===== src/logic/cdic_pkg.sv =====
package cdic_pkg;
   // ---------------------------------------------------------------
   // Sizes
   // ---------------------------------------------------------------
   localparam int NUM_EXT = 4;
   localparam int NUM_FLAGS = 8;
   localparam int SUB_W = 8;
   // ---------------------------------------------------------------
   // Register offsets
   // ---------------------------------------------------------------
   localparam logic [7:0] OFS_FLAG = 8'h00;
   localparam logic [7:0] OFS_ENABLE = 8'h04;
   localparam logic [7:0] OFS_STATUS = 8'h08;
   localparam logic [7:0] OFS_DMACTL = 8'h0c;
   localparam logic [7:0] OFS_PEND = 8'h10;
   // ---------------------------------------------------------------
   // Field positions and reset values
   // ---------------------------------------------------------------
   localparam int STAT_GIE_BIT = 0;
   localparam int STAT_EDGE_BIT = 1;
   localparam int IE_DMA_LSB = 16;
   localparam int DMA_FIELD_W = 4;
   localparam int DMA_START_LSB = 0;
   localparam int DMA_SYNC_LSB = 2;
   localparam int DMA_RST_BIT = 31;
   localparam logic [1:0] DMA_START_RST = 2'h0;
   localparam logic [31:0] REG_RST = 32'h0000_0000;
   localparam logic [1:0] DB_SLOTS = 2'h3;
   localparam logic [5:0] VEC_OFS = 6'h01;
   // ---------------------------------------------------------------
   // Dispatch states
   // ---------------------------------------------------------------
   typedef enum logic [3:0] {
      CD_IDLE, CD_RECOG, CD_CLEAR, CD_VEC, CD_PUSH, CD_FILL1, CD_FILL2, CD_FILL3, CD_EXEC
   } cdic_state_t;
   // ---------------------------------------------------------------
   // Decoding helpers
   // ---------------------------------------------------------------
   function automatic logic [2:0] cdicLowest(input logic [NUM_FLAGS-1:0] v);
      logic [2:0] idx;
      idx = 3'h0;
      for (int i = NUM_FLAGS - 1; i >= 0; i--)
      begin
         if (v[i])
         begin
            idx = 3'(i);
         end
      end
      return idx;
   endfunction
   function automatic logic [NUM_FLAGS-1:0] cdicOneHot(input logic [2:0] idx);
      return 8'h01 << idx;
   endfunction
endpackage


===== src/logic/cdic_pin_sync.sv =====
`timescale 1ns/1ps
module cdic_pin_sync
   import cdic_pkg::*;
#(
   parameter int N = NUM_EXT
)
(
   // Clock and reset
   input wire logic clk,
   input wire logic nrst,
   // Pins and mode
   input wire logic [N-1:0] extIrqN,
   input wire logic edgeMode,
   // Flag set requests
   output logic [N-1:0] setReq
);
   typedef struct packed {
      logic [N-1:0] s1;
      logic [N-1:0] s2;
      logic [N-1:0] s3;
   } cdic_sync_t;
   cdic_sync_t st_q, st_d;
   // ---------------------------------------------------------------
   // Synchroniser chain
   // ---------------------------------------------------------------
   always_comb
   begin
      st_d = st_q;
      st_d.s1 = extIrqN;
      st_d.s2 = st_q.s1;
      st_d.s3 = st_q.s2;
   end
   always_ff @(posedge clk or negedge nrst)
   begin
      if (!nrst)
      begin
         st_q <= '1;
      end
      else
      begin
         st_q <= st_d;
      end
   end
   // Edge wants a high-to-low step, level wants low
   assign setReq = edgeMode ? (st_q.s3 & ~st_q.s2) : ~st_q.s2;
endmodule // cdic_pin_sync


===== src/logic/cdic_irq_ack_strobe_ctl.sv =====
`timescale 1ns/1ps
module cdic_irq_ack_strobe_ctl
   import cdic_pkg::*;
#(
   parameter int AW = 24
)
(
   // Clock and reset
   input wire logic clk,
   input wire logic nrst,
   // Acknowledge instruction
   input wire logic iackExec,
   input wire logic iackExtMem,
   input wire logic [AW-1:0] iackAddr,
   input wire logic dummyRdDone,
   // External side
   output logic irqAckStrobeN,
   output logic dummyRdReq,
   output logic [AW-1:0] dummyRdAddr
);
   typedef struct packed {
      logic busy;
      logic strobeN;
      logic rdReq;
      logic [AW-1:0] addr;
   } cdic_irq_ack_strobe_t;
   cdic_irq_ack_strobe_t st_q, st_d;
   always_comb
   begin
      st_d = st_q;
      if (!st_q.busy && iackExec && iackExtMem)
      begin
         st_d.busy = 1'b1;
         st_d.strobeN = 1'b0;
         st_d.rdReq = 1'b1;
         st_d.addr = iackAddr;
      end
      else if (st_q.busy && dummyRdDone)
      begin
         st_d.busy = 1'b0;
         st_d.strobeN = 1'b1;
         st_d.rdReq = 1'b0;
      end
   end
   always_ff @(posedge clk or negedge nrst)
   begin
      if (!nrst)
      begin
         st_q <= '{busy: 1'b0, strobeN: 1'b1, rdReq: 1'b0, addr: '0};
      end
      else
      begin
         st_q <= st_d;
      end
   end
   assign irqAckStrobeN = st_q.strobeN;
   assign dummyRdReq = st_q.rdReq;
   assign dummyRdAddr = st_q.addr;
   a_irq_ack_strobe_strobe: assert property (@(posedge clk) disable iff (!nrst)
      (!st_q.busy && iackExec && iackExtMem) |=>
      (!irqAckStrobeN && dummyRdReq && dummyRdAddr == $past(iackAddr)))
      else $error("acknowledge strobe or dummy read missing");
endmodule // cdic_irq_ack_strobe_ctl


===== src/logic/cdic_top.sv =====
`timescale 1ns/1ps
module cdic_top
   import cdic_pkg::*;
#(
   parameter int AW = 24,
   parameter int NUM_CH = 2,
   parameter bit EDGE_CAPABLE = 1'b1
)
(
   // Clock and reset
   input wire logic clk,
   input wire logic nrst,
   // APB slave
   input wire logic [7:0] paddr,
   input wire logic psel,
   input wire logic penable,
   input wire logic pwrite,
   input wire logic [31:0] pwdata,
   output logic [31:0] prdata,
   output logic pready,
   output logic pslverr,
   // Interrupt sources
   input wire logic [NUM_EXT-1:0] extIrqN,
   input wire logic [NUM_FLAGS-NUM_EXT-1:0] intIrq,
   // Pipeline status
   input wire logic fetchValid,
   input wire logic fetchFirst,
   input wire logic fetchStall,
   input wire logic repeatSingleInstr,
   input wire logic delayedBranch,
   input wire logic instrDone,
   input wire logic [AW-1:0] fetchAddr,
   input wire logic [AW-1:0] nextFetchAddr,
   input wire logic returnFromIrq,
   input wire logic condReturnFromIrq,
   // Dispatch to pipeline
   output logic flushFetch,
   output logic vecRdReq,
   output logic [5:0] vecIndex,
   input wire logic [AW-1:0] vecData,
   output logic pushReq,
   output logic [AW-1:0] pushData,
   output logic pcLoad,
   output logic [AW-1:0] pcLoadAddr,
   output logic isrExec,
   // Acknowledge instruction
   input wire logic iackExec,
   input wire logic iackExtMem,
   input wire logic [AW-1:0] iackAddr,
   input wire logic dummyRdDone,
   output logic irqAckStrobeN,
   output logic dummyRdReq,
   output logic [AW-1:0] dummyRdAddr,
   // DMA channels
   input wire logic dmaReset,
   input wire logic [NUM_CH-1:0] dmaTaken,
   output logic [NUM_CH-1:0] dmaSyncReq
);
   typedef struct packed {
      cdic_state_t state;
      logic [1:0] dbCnt;
      logic [NUM_FLAGS-1:0] flag;
      logic [31:0] ien;
      logic global_irq_enable;
      logic edgeMode;
      logic [31:0] dmaCtl;
      logic [NUM_CH*SUB_W-1:0] pend;
      logic [2:0] ackIdx;
      logic [5:0] vecIdx;
      logic [AW-1:0] retAddr;
      logic [AW-1:0] pcAddr;
      logic flush;
      logic vecRd;
      logic push;
      logic pcLd;
      logic isr;
      logic [31:0] rdata;
      logic rdy;
      logic err;
      logic [NUM_CH-1:0] syncReq;
   } cdic_regs_t;
   cdic_regs_t st_q, st_d;
   logic [NUM_EXT-1:0] extSet;
   logic [NUM_FLAGS-1:0] setV, ackClr, dmaClr, levelMask, cand, hit;
   logic wrEn, rdEn, accept, edgeEff, mapped;
   // ---------------------------------------------------------------
   // Pin synchronisers and acknowledge strobe
   // ---------------------------------------------------------------
   cdic_pin_sync #(.N(NUM_EXT)) u_sync (
      .clk(clk),
      .nrst(nrst),
      .extIrqN(extIrqN),
      .edgeMode(edgeEff),
      .setReq(extSet)
   );
   cdic_irq_ack_strobe_ctl #(.AW(AW)) u_irq_ack_strobe (
      .clk(clk),
      .nrst(nrst),
      .iackExec(iackExec),
      .iackExtMem(iackExtMem),
      .iackAddr(iackAddr),
      .dummyRdDone(dummyRdDone),
      .irqAckStrobeN(irqAckStrobeN),
      .dummyRdReq(dummyRdReq),
      .dummyRdAddr(dummyRdAddr)
   );
   // ---------------------------------------------------------------
   // Next state
   // ---------------------------------------------------------------
   assign edgeEff = EDGE_CAPABLE && st_q.edgeMode;
   always_comb
   begin
      st_d = st_q;
      wrEn = psel && penable && st_q.rdy && pwrite;
      rdEn = psel && !penable;
      mapped = (paddr == OFS_FLAG) || (paddr == OFS_ENABLE) || (paddr == OFS_STATUS) ||
         (paddr == OFS_DMACTL) || (paddr == OFS_PEND);
      setV = {intIrq, extSet};
      levelMask = {{(NUM_FLAGS-NUM_EXT){1'b0}}, {NUM_EXT{!edgeEff}}};
      ackClr = (st_q.state == CD_CLEAR) ? cdicOneHot(st_q.ackIdx) : '0;
      // DMA latching, independent of global enable
      dmaClr = '0;
      for (int c = 0; c < NUM_CH; c++)
      begin
         hit = st_q.flag & st_q.ien[IE_DMA_LSB + SUB_W*c +: SUB_W];
         if (st_q.dmaCtl[DMA_FIELD_W*c + DMA_START_LSB +: 2] == DMA_START_RST)
         begin
            hit = '0;
         end
         dmaClr = dmaClr | hit;
         if (dmaTaken[c])
         begin
            st_d.pend[SUB_W*c +: SUB_W] = st_q.pend[SUB_W*c +: SUB_W] &
               ~cdicOneHot(cdicLowest(st_q.pend[SUB_W*c +: SUB_W]));
         end
         st_d.pend[SUB_W*c +: SUB_W] = st_d.pend[SUB_W*c +: SUB_W] | hit;
         st_d.syncReq[c] = (st_q.dmaCtl[DMA_FIELD_W*c + DMA_SYNC_LSB +: 2] != 2'h0) &&
            (|st_d.pend[SUB_W*c +: SUB_W]);
      end
      if (dmaReset || (wrEn && paddr == OFS_DMACTL && pwdata[DMA_RST_BIT]))
      begin
         st_d.pend = '0;
         st_d.syncReq = '0;
      end
      // Flags: pulses and edges beat a clear, a still-low level loses once
      st_d.flag = (st_q.flag & ~(ackClr | dmaClr)) |
         (setV & ~((ackClr | dmaClr) & levelMask));
      if (wrEn && paddr == OFS_FLAG)
      begin
         st_d.flag = pwdata[NUM_FLAGS-1:0];
      end
      // Register writes
      if (wrEn && paddr == OFS_ENABLE)
      begin
         st_d.ien = pwdata;
      end
      if (wrEn && paddr == OFS_DMACTL)
      begin
         st_d.dmaCtl = {1'b0, pwdata[30:0]};
      end
      if (wrEn && paddr == OFS_STATUS)
      begin
         st_d.global_irq_enable = pwdata[STAT_GIE_BIT];
         st_d.edgeMode = EDGE_CAPABLE && pwdata[STAT_EDGE_BIT];
      end
      if (returnFromIrq || condReturnFromIrq)
      begin
         st_d.global_irq_enable = 1'b1;
      end
      if (st_q.state == CD_CLEAR)
      begin
         st_d.global_irq_enable = 1'b0;
      end
      // Delayed-branch shadow
      if (delayedBranch)
      begin
         st_d.dbCnt = DB_SLOTS;
      end
      else if (instrDone && st_q.dbCnt != 2'h0)
      begin
         st_d.dbCnt = st_q.dbCnt - 2'h1;
      end
      // Acceptance
      cand = st_q.flag & st_q.ien[NUM_FLAGS-1:0] & {NUM_FLAGS{st_q.global_irq_enable}};
      accept = (st_q.state == CD_IDLE) && fetchValid && !fetchStall &&
         !repeatSingleInstr && (st_q.dbCnt == 2'h0) && !delayedBranch && (|cand);
      st_d.flush = 1'b0;
      st_d.vecRd = 1'b0;
      st_d.push = 1'b0;
      st_d.pcLd = 1'b0;
      st_d.isr = 1'b0;
      // Dispatch sequence; older instructions keep flowing meanwhile
      case (st_q.state)
         CD_IDLE:
         begin
            if (accept)
            begin
               st_d.state = CD_RECOG;
               st_d.ackIdx = cdicLowest(cand);
               st_d.vecIdx = 6'(cdicLowest(cand)) + VEC_OFS;
               st_d.flush = fetchFirst;
               st_d.retAddr = fetchFirst ? fetchAddr : nextFetchAddr;
            end
         end
         CD_RECOG:
         begin
            st_d.state = CD_CLEAR;
         end
         CD_CLEAR:
         begin
            st_d.state = CD_VEC;
            st_d.vecRd = 1'b1;
         end
         CD_VEC:
         begin
            st_d.state = CD_PUSH;
            st_d.push = 1'b1;
         end
         CD_PUSH:
         begin
            st_d.state = CD_FILL1;
            st_d.pcAddr = vecData;
            st_d.pcLd = 1'b1;
         end
         CD_FILL1:
         begin
            st_d.state = CD_FILL2;
         end
         CD_FILL2:
         begin
            st_d.state = CD_FILL3;
         end
         CD_FILL3:
         begin
            st_d.state = CD_EXEC;
            st_d.isr = 1'b1;
         end
         CD_EXEC:
         begin
            st_d.state = CD_IDLE;
         end
         default:
         begin
            st_d.state = CD_IDLE;
         end
      endcase
      // APB answer one cycle after setup
      st_d.rdy = rdEn;
      st_d.err = rdEn && !mapped;
      if (rdEn)
      begin
         case (paddr)
            OFS_FLAG: st_d.rdata = 32'(st_q.flag);
            OFS_ENABLE: st_d.rdata = st_q.ien;
            OFS_STATUS: st_d.rdata = {30'h0, st_q.edgeMode, st_q.global_irq_enable};
            OFS_DMACTL: st_d.rdata = st_q.dmaCtl;
            OFS_PEND: st_d.rdata = 32'(st_q.pend);
            default: st_d.rdata = 32'h0000_0000;
         endcase
      end
   end
   // ---------------------------------------------------------------
   // State register
   // ---------------------------------------------------------------
   always_ff @(posedge clk or negedge nrst)
   begin
      if (!nrst)
      begin
         st_q <= '0;
         st_q.state <= CD_IDLE;
         st_q.ien <= REG_RST;
         st_q.dmaCtl <= REG_RST;
      end
      else
      begin
         st_q <= st_d;
      end
   end
   // ---------------------------------------------------------------
   // Outputs
   // ---------------------------------------------------------------
   assign prdata = st_q.rdata;
   assign pready = st_q.rdy;
   assign pslverr = st_q.err;
   assign flushFetch = st_q.flush;
   assign vecRdReq = st_q.vecRd;
   assign vecIndex = st_q.vecIdx;
   assign pushReq = st_q.push;
   assign pushData = st_q.retAddr;
   assign pcLoad = st_q.pcLd;
   assign pcLoadAddr = st_q.pcAddr;
   assign isrExec = st_q.isr;
   assign dmaSyncReq = st_q.syncReq;
   // ---------------------------------------------------------------
   // Checks
   // ---------------------------------------------------------------
   a_sw_flag_wins: assert property (@(posedge clk) disable iff (!nrst)
      (wrEn && paddr == OFS_FLAG) |=> st_q.flag == $past(pwdata[NUM_FLAGS-1:0]))
      else $error("software flag load lost");
   a_gie_cleared: assert property (@(posedge clk) disable iff (!nrst)
      (st_q.state == CD_RECOG) |=> ##1 !st_q.global_irq_enable)
      else $error("global enable not cleared on take");
   a_isr_latency: assert property (@(posedge clk) disable iff (!nrst)
      (st_q.state == CD_RECOG) |-> ##2 vecRdReq ##1 pushReq ##1 pcLoad ##3 isrExec)
      else $error("dispatch sequence off");
   a_ret_first: assert property (@(posedge clk) disable iff (!nrst)
      (accept && fetchFirst) |=> (flushFetch && pushData == $past(fetchAddr)))
      else $error("first-cycle take wrong");
   a_ret_next: assert property (@(posedge clk) disable iff (!nrst)
      (accept && !fetchFirst) |=> (!flushFetch && pushData == $past(nextFetchAddr)))
      else $error("late-cycle take wrong");
   a_db_block: assert property (@(posedge clk) disable iff (!nrst)
      (delayedBranch || st_q.dbCnt != 2'h0 || repeatSingleInstr) |=>
      st_q.state != CD_RECOG)
      else $error("take in blocked shadow");
   a_stall_hold: assert property (@(posedge clk) disable iff (!nrst)
      (st_q.state == CD_IDLE && (fetchStall || !fetchValid)) |=> st_q.state == CD_IDLE)
      else $error("take while fetch halted");
   a_no_gie_take: assert property (@(posedge clk) disable iff (!nrst)
      (st_q.state == CD_IDLE && !st_q.global_irq_enable) |=> st_q.state == CD_IDLE)
      else $error("take with global enable off");
   a_return_from_irq_gie: assert property (@(posedge clk) disable iff (!nrst)
      (returnFromIrq && st_q.state != CD_CLEAR) |=> st_q.global_irq_enable)
      else $error("return did not set enable");
   a_dma_reset: assert property (@(posedge clk) disable iff (!nrst)
      dmaReset |=> (st_q.pend == '0 && dmaSyncReq == '0))
      else $error("DMA reset left pending latch");
endmodule // cdic_top


===== config.mk =====
export PLATFORM = sky130hd
export DESIGN_NAME = cdic_top
export DESIGN_NICKNAME = d
export VERILOG_FILES = /design/src/logic/cdic_pkg.sv /design/src/logic/cdic_pin_sync.sv /design/src/logic/cdic_irq_ack_strobe_ctl.sv /design/src/logic/cdic_top.sv
export SDC_FILE = /design/constraint.sdc
export NUM_CORES = 1
export LEC_CHECK = 0
export ABC_CLOCK_PERIOD_IN_PS = 2700
export BUFFER_PORTS_ARGS = -buffer_cell sky130_fd_sc_hd__buf_2
export CAP_MARGIN = 20
export CORE_ASPECT_RATIO = 0.5
export CORE_MARGIN = 8
export CORE_UTILIZATION = 30
export CTS_CLUSTER_SIZE = 16
export DETAILED_ROUTE_END_ITERATION = 16
export PLACE_DENSITY = 0.57
export REMOVE_ABC_BUFFERS = 1
export SLEW_MARGIN = 30
export SYNTH_ARGS = -nofsm -noshare
export SYNTH_HDL_FRONTEND = slang
export SYNTH_SLANG_ARGS = --single-unit

===== constraint.sdc =====
create_clock -name clk -period 2.7 [get_ports clk]
set_input_delay 0.27 -clock clk [delete_from_list [all_inputs] [get_ports clk]]
set_output_delay 0.27 -clock clk [all_outputs]
set_load 0.01 [all_outputs]

**Word-level counts from Yosys, hierarchy flattened**

Cells that the tools add are included.

- Bits in registers: 232
- Latch bits: 0
- RAM bits: 0
- Bits in read-only memories: 0
- Input port bits: 163
- Output and inout bits: 121
- Word-level logic and storage cells: 169
- Memories: 0

- Add/subtract/negate cells: 2
- Multipliers: 0
- Div/mod/pow operators: 0
- $lt $le $gt $ge: 0
- Equal/unequal tests: 12
- Shift operators: 3
- Multiplexer cells: 54
- Bitwise gates (word level): 20
- Reductions and logical operators: 50

Operators by type and width:

| cell | number |
|---|---|
| 32-bit one-hot mux with 5 select lines | 1 |
| 3-bit two-way mux | 30 |
| 8-bit AND | 8 |
| 8-bit two-way mux | 6 |
| 8-bit OR | 5 |
| 8-bit NOT | 4 |
| 4-bit one-hot mux with 8 select lines | 1 |
| 24-bit two-way mux | 1 |
| 8-bit OR reduction | 3 |
| 1-bit by 3-bit left shift with 8-bit output, first input constant | 3 |
| 1-bit logical AND | 22 |
| 4-bit by 3-bit == test with 1-bit output, second input constant | 4 |
| 8-bit by 4-bit == test with 1-bit output, second input constant | 2 |
| 16-bit two-way mux | 1 |
| 2-bit nonzero test | 5 |
| 8-bit by 4-bit AND with 8-bit output | 1 |
| 4-bit by 2-bit == test with 1-bit output, second input constant | 2 |
| 8-bit by 3-bit == test with 1-bit output, second input constant | 1 |
| 8-bit by 5-bit == test with 1-bit output, second input constant | 1 |
| 8-bit logical NOT | 1 |
| 1-bit two-way mux | 8 |
| 2-bit two-way mux | 4 |
| 4-bit two-way mux | 2 |
| 1-bit logical NOT | 7 |
| 11 further kinds | 18 |

**Depth between registers and ports, before layout**

- Depth in word-level cells: 17
- Mapped depth: 8
- Depth with buffers taken out: 7

**By module**

A second synthesis with hierarchy kept.

- Cells, all modules: 902
- Area, all modules: 10691.5 µm²

By module, submodules not included:

| module | instances | cells an instance | area each (µm²) | seq. area each (µm²) |
|---|---|---|---|---|
| cdic_top | 1 | 825 | 9280.2 | 4779.6 |
| cdic_irq_ack_strobe_ctl | 1 | 57 | 1061.0 | 651.9 |
| cdic_pin_sync | 1 | 20 | 350.3 | 315.3 |

**Worst setup path after synthesis**

OpenSTA, ideal clock, no wires.

- Kind: register -> register
- From: register st_q[106] (netlist bit)
- To: register st_q, in the netlist dmaSyncReq[1]
- Library setup time: 0.135 ns
- Arrival: 2.130 ns
- Required time: 2.565 ns
- Path slack: 0.435 ns
- Cell stages (with the launch flop): 6
- Buffers on the path: 0
- Clock period less this slack: 2.265 ns
- Path through: dfrtp_1 > or4b_4 > or4_1 > a221o_1 > a2111oi_2 > a211oi_1

RTL lines:

| element | line | text |
|---|---|---|
| from (decl) | cdic_top.sv:82 | `cdic_regs_t st_q, st_d;` |
| from (signal assigned) | cdic_top.sv:276 | `st_q <= st_d;` |

==> summary.md <==
| Metric | Value |
|---|---|
| Status | `complete, no violations` |
| Layout area overhead | `29.6%` |
| Global Route Usage Sum | `between 10% and 20%` |
| Chip width | `281 um` |
| Switching power | `2.51 mW` |
| Rel. slew slack | `about half` |
| TritonCTS Buffers | `24` |
| Flop pwr share | `42.9%` |
| Worst Tran Pin Value | `roughly 0.77 ns` |
| Synth Warn # | `0` |
| MaxCap Viol Count | `0` |
| Seq cells post-synth | `between 200 and 250` |
| Nets | `1,352` |
| Root buffer cell | `clkbuf_16` |
| Hold path depth | `2` |
| Initial Util | `between 30% and 40%` |
| GR Util met2 | `between 20% and 30%` |
| Clock power frac | `between 30% and 40%` |
| CORE AREA | `roughly 34,000 um^2` |
| HPWL Detailed | `22.7 mm` |
| Clk_skew | `around 0.023 ns` |
| Post-route ant nets | `0` |
| WL per Instance | `18.9 um` |
| Sw Share | `between 20% and 30%` |
| DRT iter0 DRCs | `a little over 400` |
| Top cell type's share of synthesized area | `a little over 50%` |
| Final Hold Fails | `0` |
| Die area | `about 42,000 um^2` |
| Cells after synthesis | `914` |
| GR Layer Usage met3 | `under 10%` |
| Post-synthesis sequential area ratio | `roughly 55%` |
| WS Path Type | `reg -> reg` |
| Crit-path max cell delay | `just under 0.6 ns` |
| Clk_lat worst skew | `roughly 0.54 ns` |
| CTS tree | `yes` |
| Total Routed Length | `31.7 mm` |
| Final period utilization | `between 80% and 90%` |
| GRT met1 Usage | `~17%` |
| Antenna violations before repair | `2` |
| Crit path max-delay cell type | `or4b_4` |
| Synth unique cells | `63` |
| Vias in the first global route | `8,739` |
| Final Critical Period | `2.40 ns` |
| Max VDD drop | `between 0.3 and 0.4 mV` |
| # rows | `48` |
| Min-Delay Path Class | `in -> reg` |
| Die height | `148 um` |
| Reg2Reg Setup Slack | `0.30 ns` |
| Mean Syn Cell Area | `11.5 um^2` |
| Cell area after layout | `between 10,000 and 15,000 um^2` |
| Placed cell areas | `around 12,000 um^2` |
| Ys flop type | `dfrtp_1` |
| Syn Std Cell Area | `10,500 um^2` |
| Post-CTS Resized | `0` |
| Logic pwr share | `17.7%` |
| Post-synth EDFFs | `0` |
| # DRC | `0` |
| Global-route wire length before repair | `just under 50 mm` |
| H-tree depth | `1` |
| Fmax | `0.417 GHz` |
| HP Start | `pwdata[2]` |
| Worst R2R End | `dmaSyncReq[1]` |
| P_int | `6.94 mW` |
| Worst R2R Path Depth | `5` |
| # IOs | `roughly 280` |
| IO Port Bufs | `281` |
| Routability-driven placement congestion ratio | `approximately 0.86` |
| R2r startpoint | `st_q[106]` |
| Vias/cell | `4.80` |
| Most Crowded Layer GR | `met2` |
| Unrepaired setup endpoints after global routing | `no` |
| Worst Setup SP | `st_q[106]` |
| Worst Hold End | `st_q[116]` |
| Required time of the worst setup path | `around 3.1 ns` |
| Asr flop ratio synth | `100%` |
| Worst setup SP type | `flip-flop` |
| Pwr dens | `approximately 690 nW/um^2` |
| Largest net degree at the start of global routing | `69` |
| Reg clk slew, reported paths | `about 0.07 ns` |
| Final setup fails | `0` |
| Worst-path cell chain | `or4b_4 > or4_1 > a221o_1 > a2111oi_2 > a211oi_1` |
| CP Data Arrival Time | `2.81 ns` |
| Worst hold margin | `between 0.02 and 0.03 ns` |
| Yosys top cell by area | `dfrtp_1` |
| Pre-Repair DR Iteration Count | `4` |
| Clock tree buffer depth | `3` |
| Sink count of the clock tree | `around 230` |
| Synth area leaders | `dfrtp_1, mux2_2, buf_4` |
| Crit Path Max Fanout | `6` |
| Share of cells above drive strength 1 | `between 30 and 40%` |
| Detailed-route via count | `8,075` |
| Slew Limit Fails | `0` |
| Worst Setup End Kind | `flip-flop` |
| P_leak | `6.58 nW` |
| Grt ovf | `0` |
Yosys cell counts, types with 2 or more instances:
cell type and number:
nand2b_1 7, a31oi_1 9, nor4b_1 2, mux2_2 114
clkbuf_1 42, nand2_1 70, nor4_1 2, o32ai_1 2
xnor2_1 3, nor3_1 7, o21ai_0 46, a21o_1 2
ha_1 2, a311oi_1 2, a211oi_1 4, o31ai_1 2
a41o_1 2, a22oi_1 26, nor2_1 56, a21oi_1 19
or2_2 5, inv_1 10, a22o_1 19, buf_4 88
nor2b_1 3, a32oi_1 4, dfstp_2 13, or3_1 3
dfrtp_1 216, o22ai_1 9, buf_1 8, nand3_1 23
and2_1 7, a221oi_1 20, nand3b_1 8, o22a_1 2
mux2i_1 31
metrics by stage:
stage / std cells / setup WS, ns / TNS, ns / total power [mW] / utilization [%]
floorplan: 775 / -0.153 / -7.32 / 4.85 / -
global placement: 1550 / 0.340 / 0 / 5.63 / 34.4
detailed placement: 1550 / 0.331 / 0 / 5.69 / 34.4
CTS: 1680 / 0.315 / 0 / 9.58 / 39.5
global route: 1682 / 0.221 / 0 / 9.88 / 39.5
finish: 1682 / 0.305 / 0 / 9.45 / 39.5
worst max-delay path: cells and delay by family, from the launching register on:
kind | cells | cell delay (ns)
simple gates | 2 | 1.03
compound gates | 3 | 0.82
flops | 1 | 0.43
worst max-delay path by stage:
stage	to	cells after the start
after global placement	dmaSyncReq[1]	5
after floorplan	pcLoadAddr[0]	3
after CTS	dmaSyncReq[1]	5
after global routing	dmaSyncReq[1]	5
final	dmaSyncReq[1]	5
after detailed placement	dmaSyncReq[1]	5
cells in the final DEF (no fill, tap or decap), types with 10 or more instances in the layout:
cell type / count
inv_1: 10
nand3_1: 23
nor2_1: 56
dfstp_2: 13
nand2_1: 70
buf_2: 280
a21oi_1: 19
o21ai_0: 46
a221oi_1: 20
a22o_1: 19
dfrtp_1: 216
mux2i_1: 31
dlygate4sd3_1: 86
mux2_2: 114
clkbuf_16: 24
buf_4: 15
a22oi_1: 26
timing repair:
| item | 4_1_cts | 5_1_grt |
|---|---|---|
| hold buffers | 86 | 0 |
| setup buffers | 0 | 0 |
| endpoints found under the setup margin | 0 | 0 |
| endpoints found under the hold margin | 176 | 0 |
cells by family (layout without fill, tap and decap cells):
| family | count (synthesis) | count (layout) | synth area share [%] |
|---|---|---|---|
| other cells | 1 | 4 | 0.0357 |
| flops | 229 | 229 | 54.7 |
| mux | 145 | 145 | 15.2 |
| xor+xnor | 4 | 4 | 0.333 |
| fa+ha+maj | 2 | 2 | 0.238 |
| compound gates | 180 | 180 | 12.0 |
| buf+inv | 151 | 441 | 8.56 |
| simple gates | 202 | 202 | 9.02 |
power by group through the flow:
stage / registers (mW) / clock network (mW) / logic, mW
finish: 4.05 / 3.72 / 1.67
global route: 4.10 / 3.98 / 1.80
CTS: 4.05 / 3.85 / 1.69
detailed placement: 4.10 / 0 / 1.58
global placement: 4.09 / 0 / 1.55
floorplan: 4.24 / 0 / 0.605
sequential cells by signal, indices dropped and copies added (netlist names):
signal                          flops
vecRdReq                            1
pushData                           24
pready                              1
edgeEff                             1
u_irq_ack_strobe.irqAckStrobeN      1
vecIndex                            4
isrExec                             1
pcLoadAddr                         24
prdata                             32
u_sync.st_q                         4
pslverr                             1
pushReq                             1
pcLoad                              1
u_sync.st_d                         8
u_irq_ack_strobe.dummyRdAddr       24
flushFetch                          1
st_q                               97
u_irq_ack_strobe.dummyRdReq         1
dmaSyncReq                          2
final cells by class:
type | instances | area [um^2]
diodes | 2 | 5.00
clock buffers | 33 | 694
clock inverters | 11 | 198
fillers | 3360 | 20900
inverters | 11 | 41.3
multi-input cells | 535 | 3870
flip-flops and latches | 229 | 5750
well taps | 475 | 594
repair buffers | 386 | 2470
metal layers:
layer | vias up | wire length (um)
met1 | 4079 | 12700
met4 | 0 | 771
met3 | 60 | 1130
li1 | 3743 | -
met5 | - | 0
met2 | 193 | 17200
No activity file was read; power rests on OpenSTA's default activity.
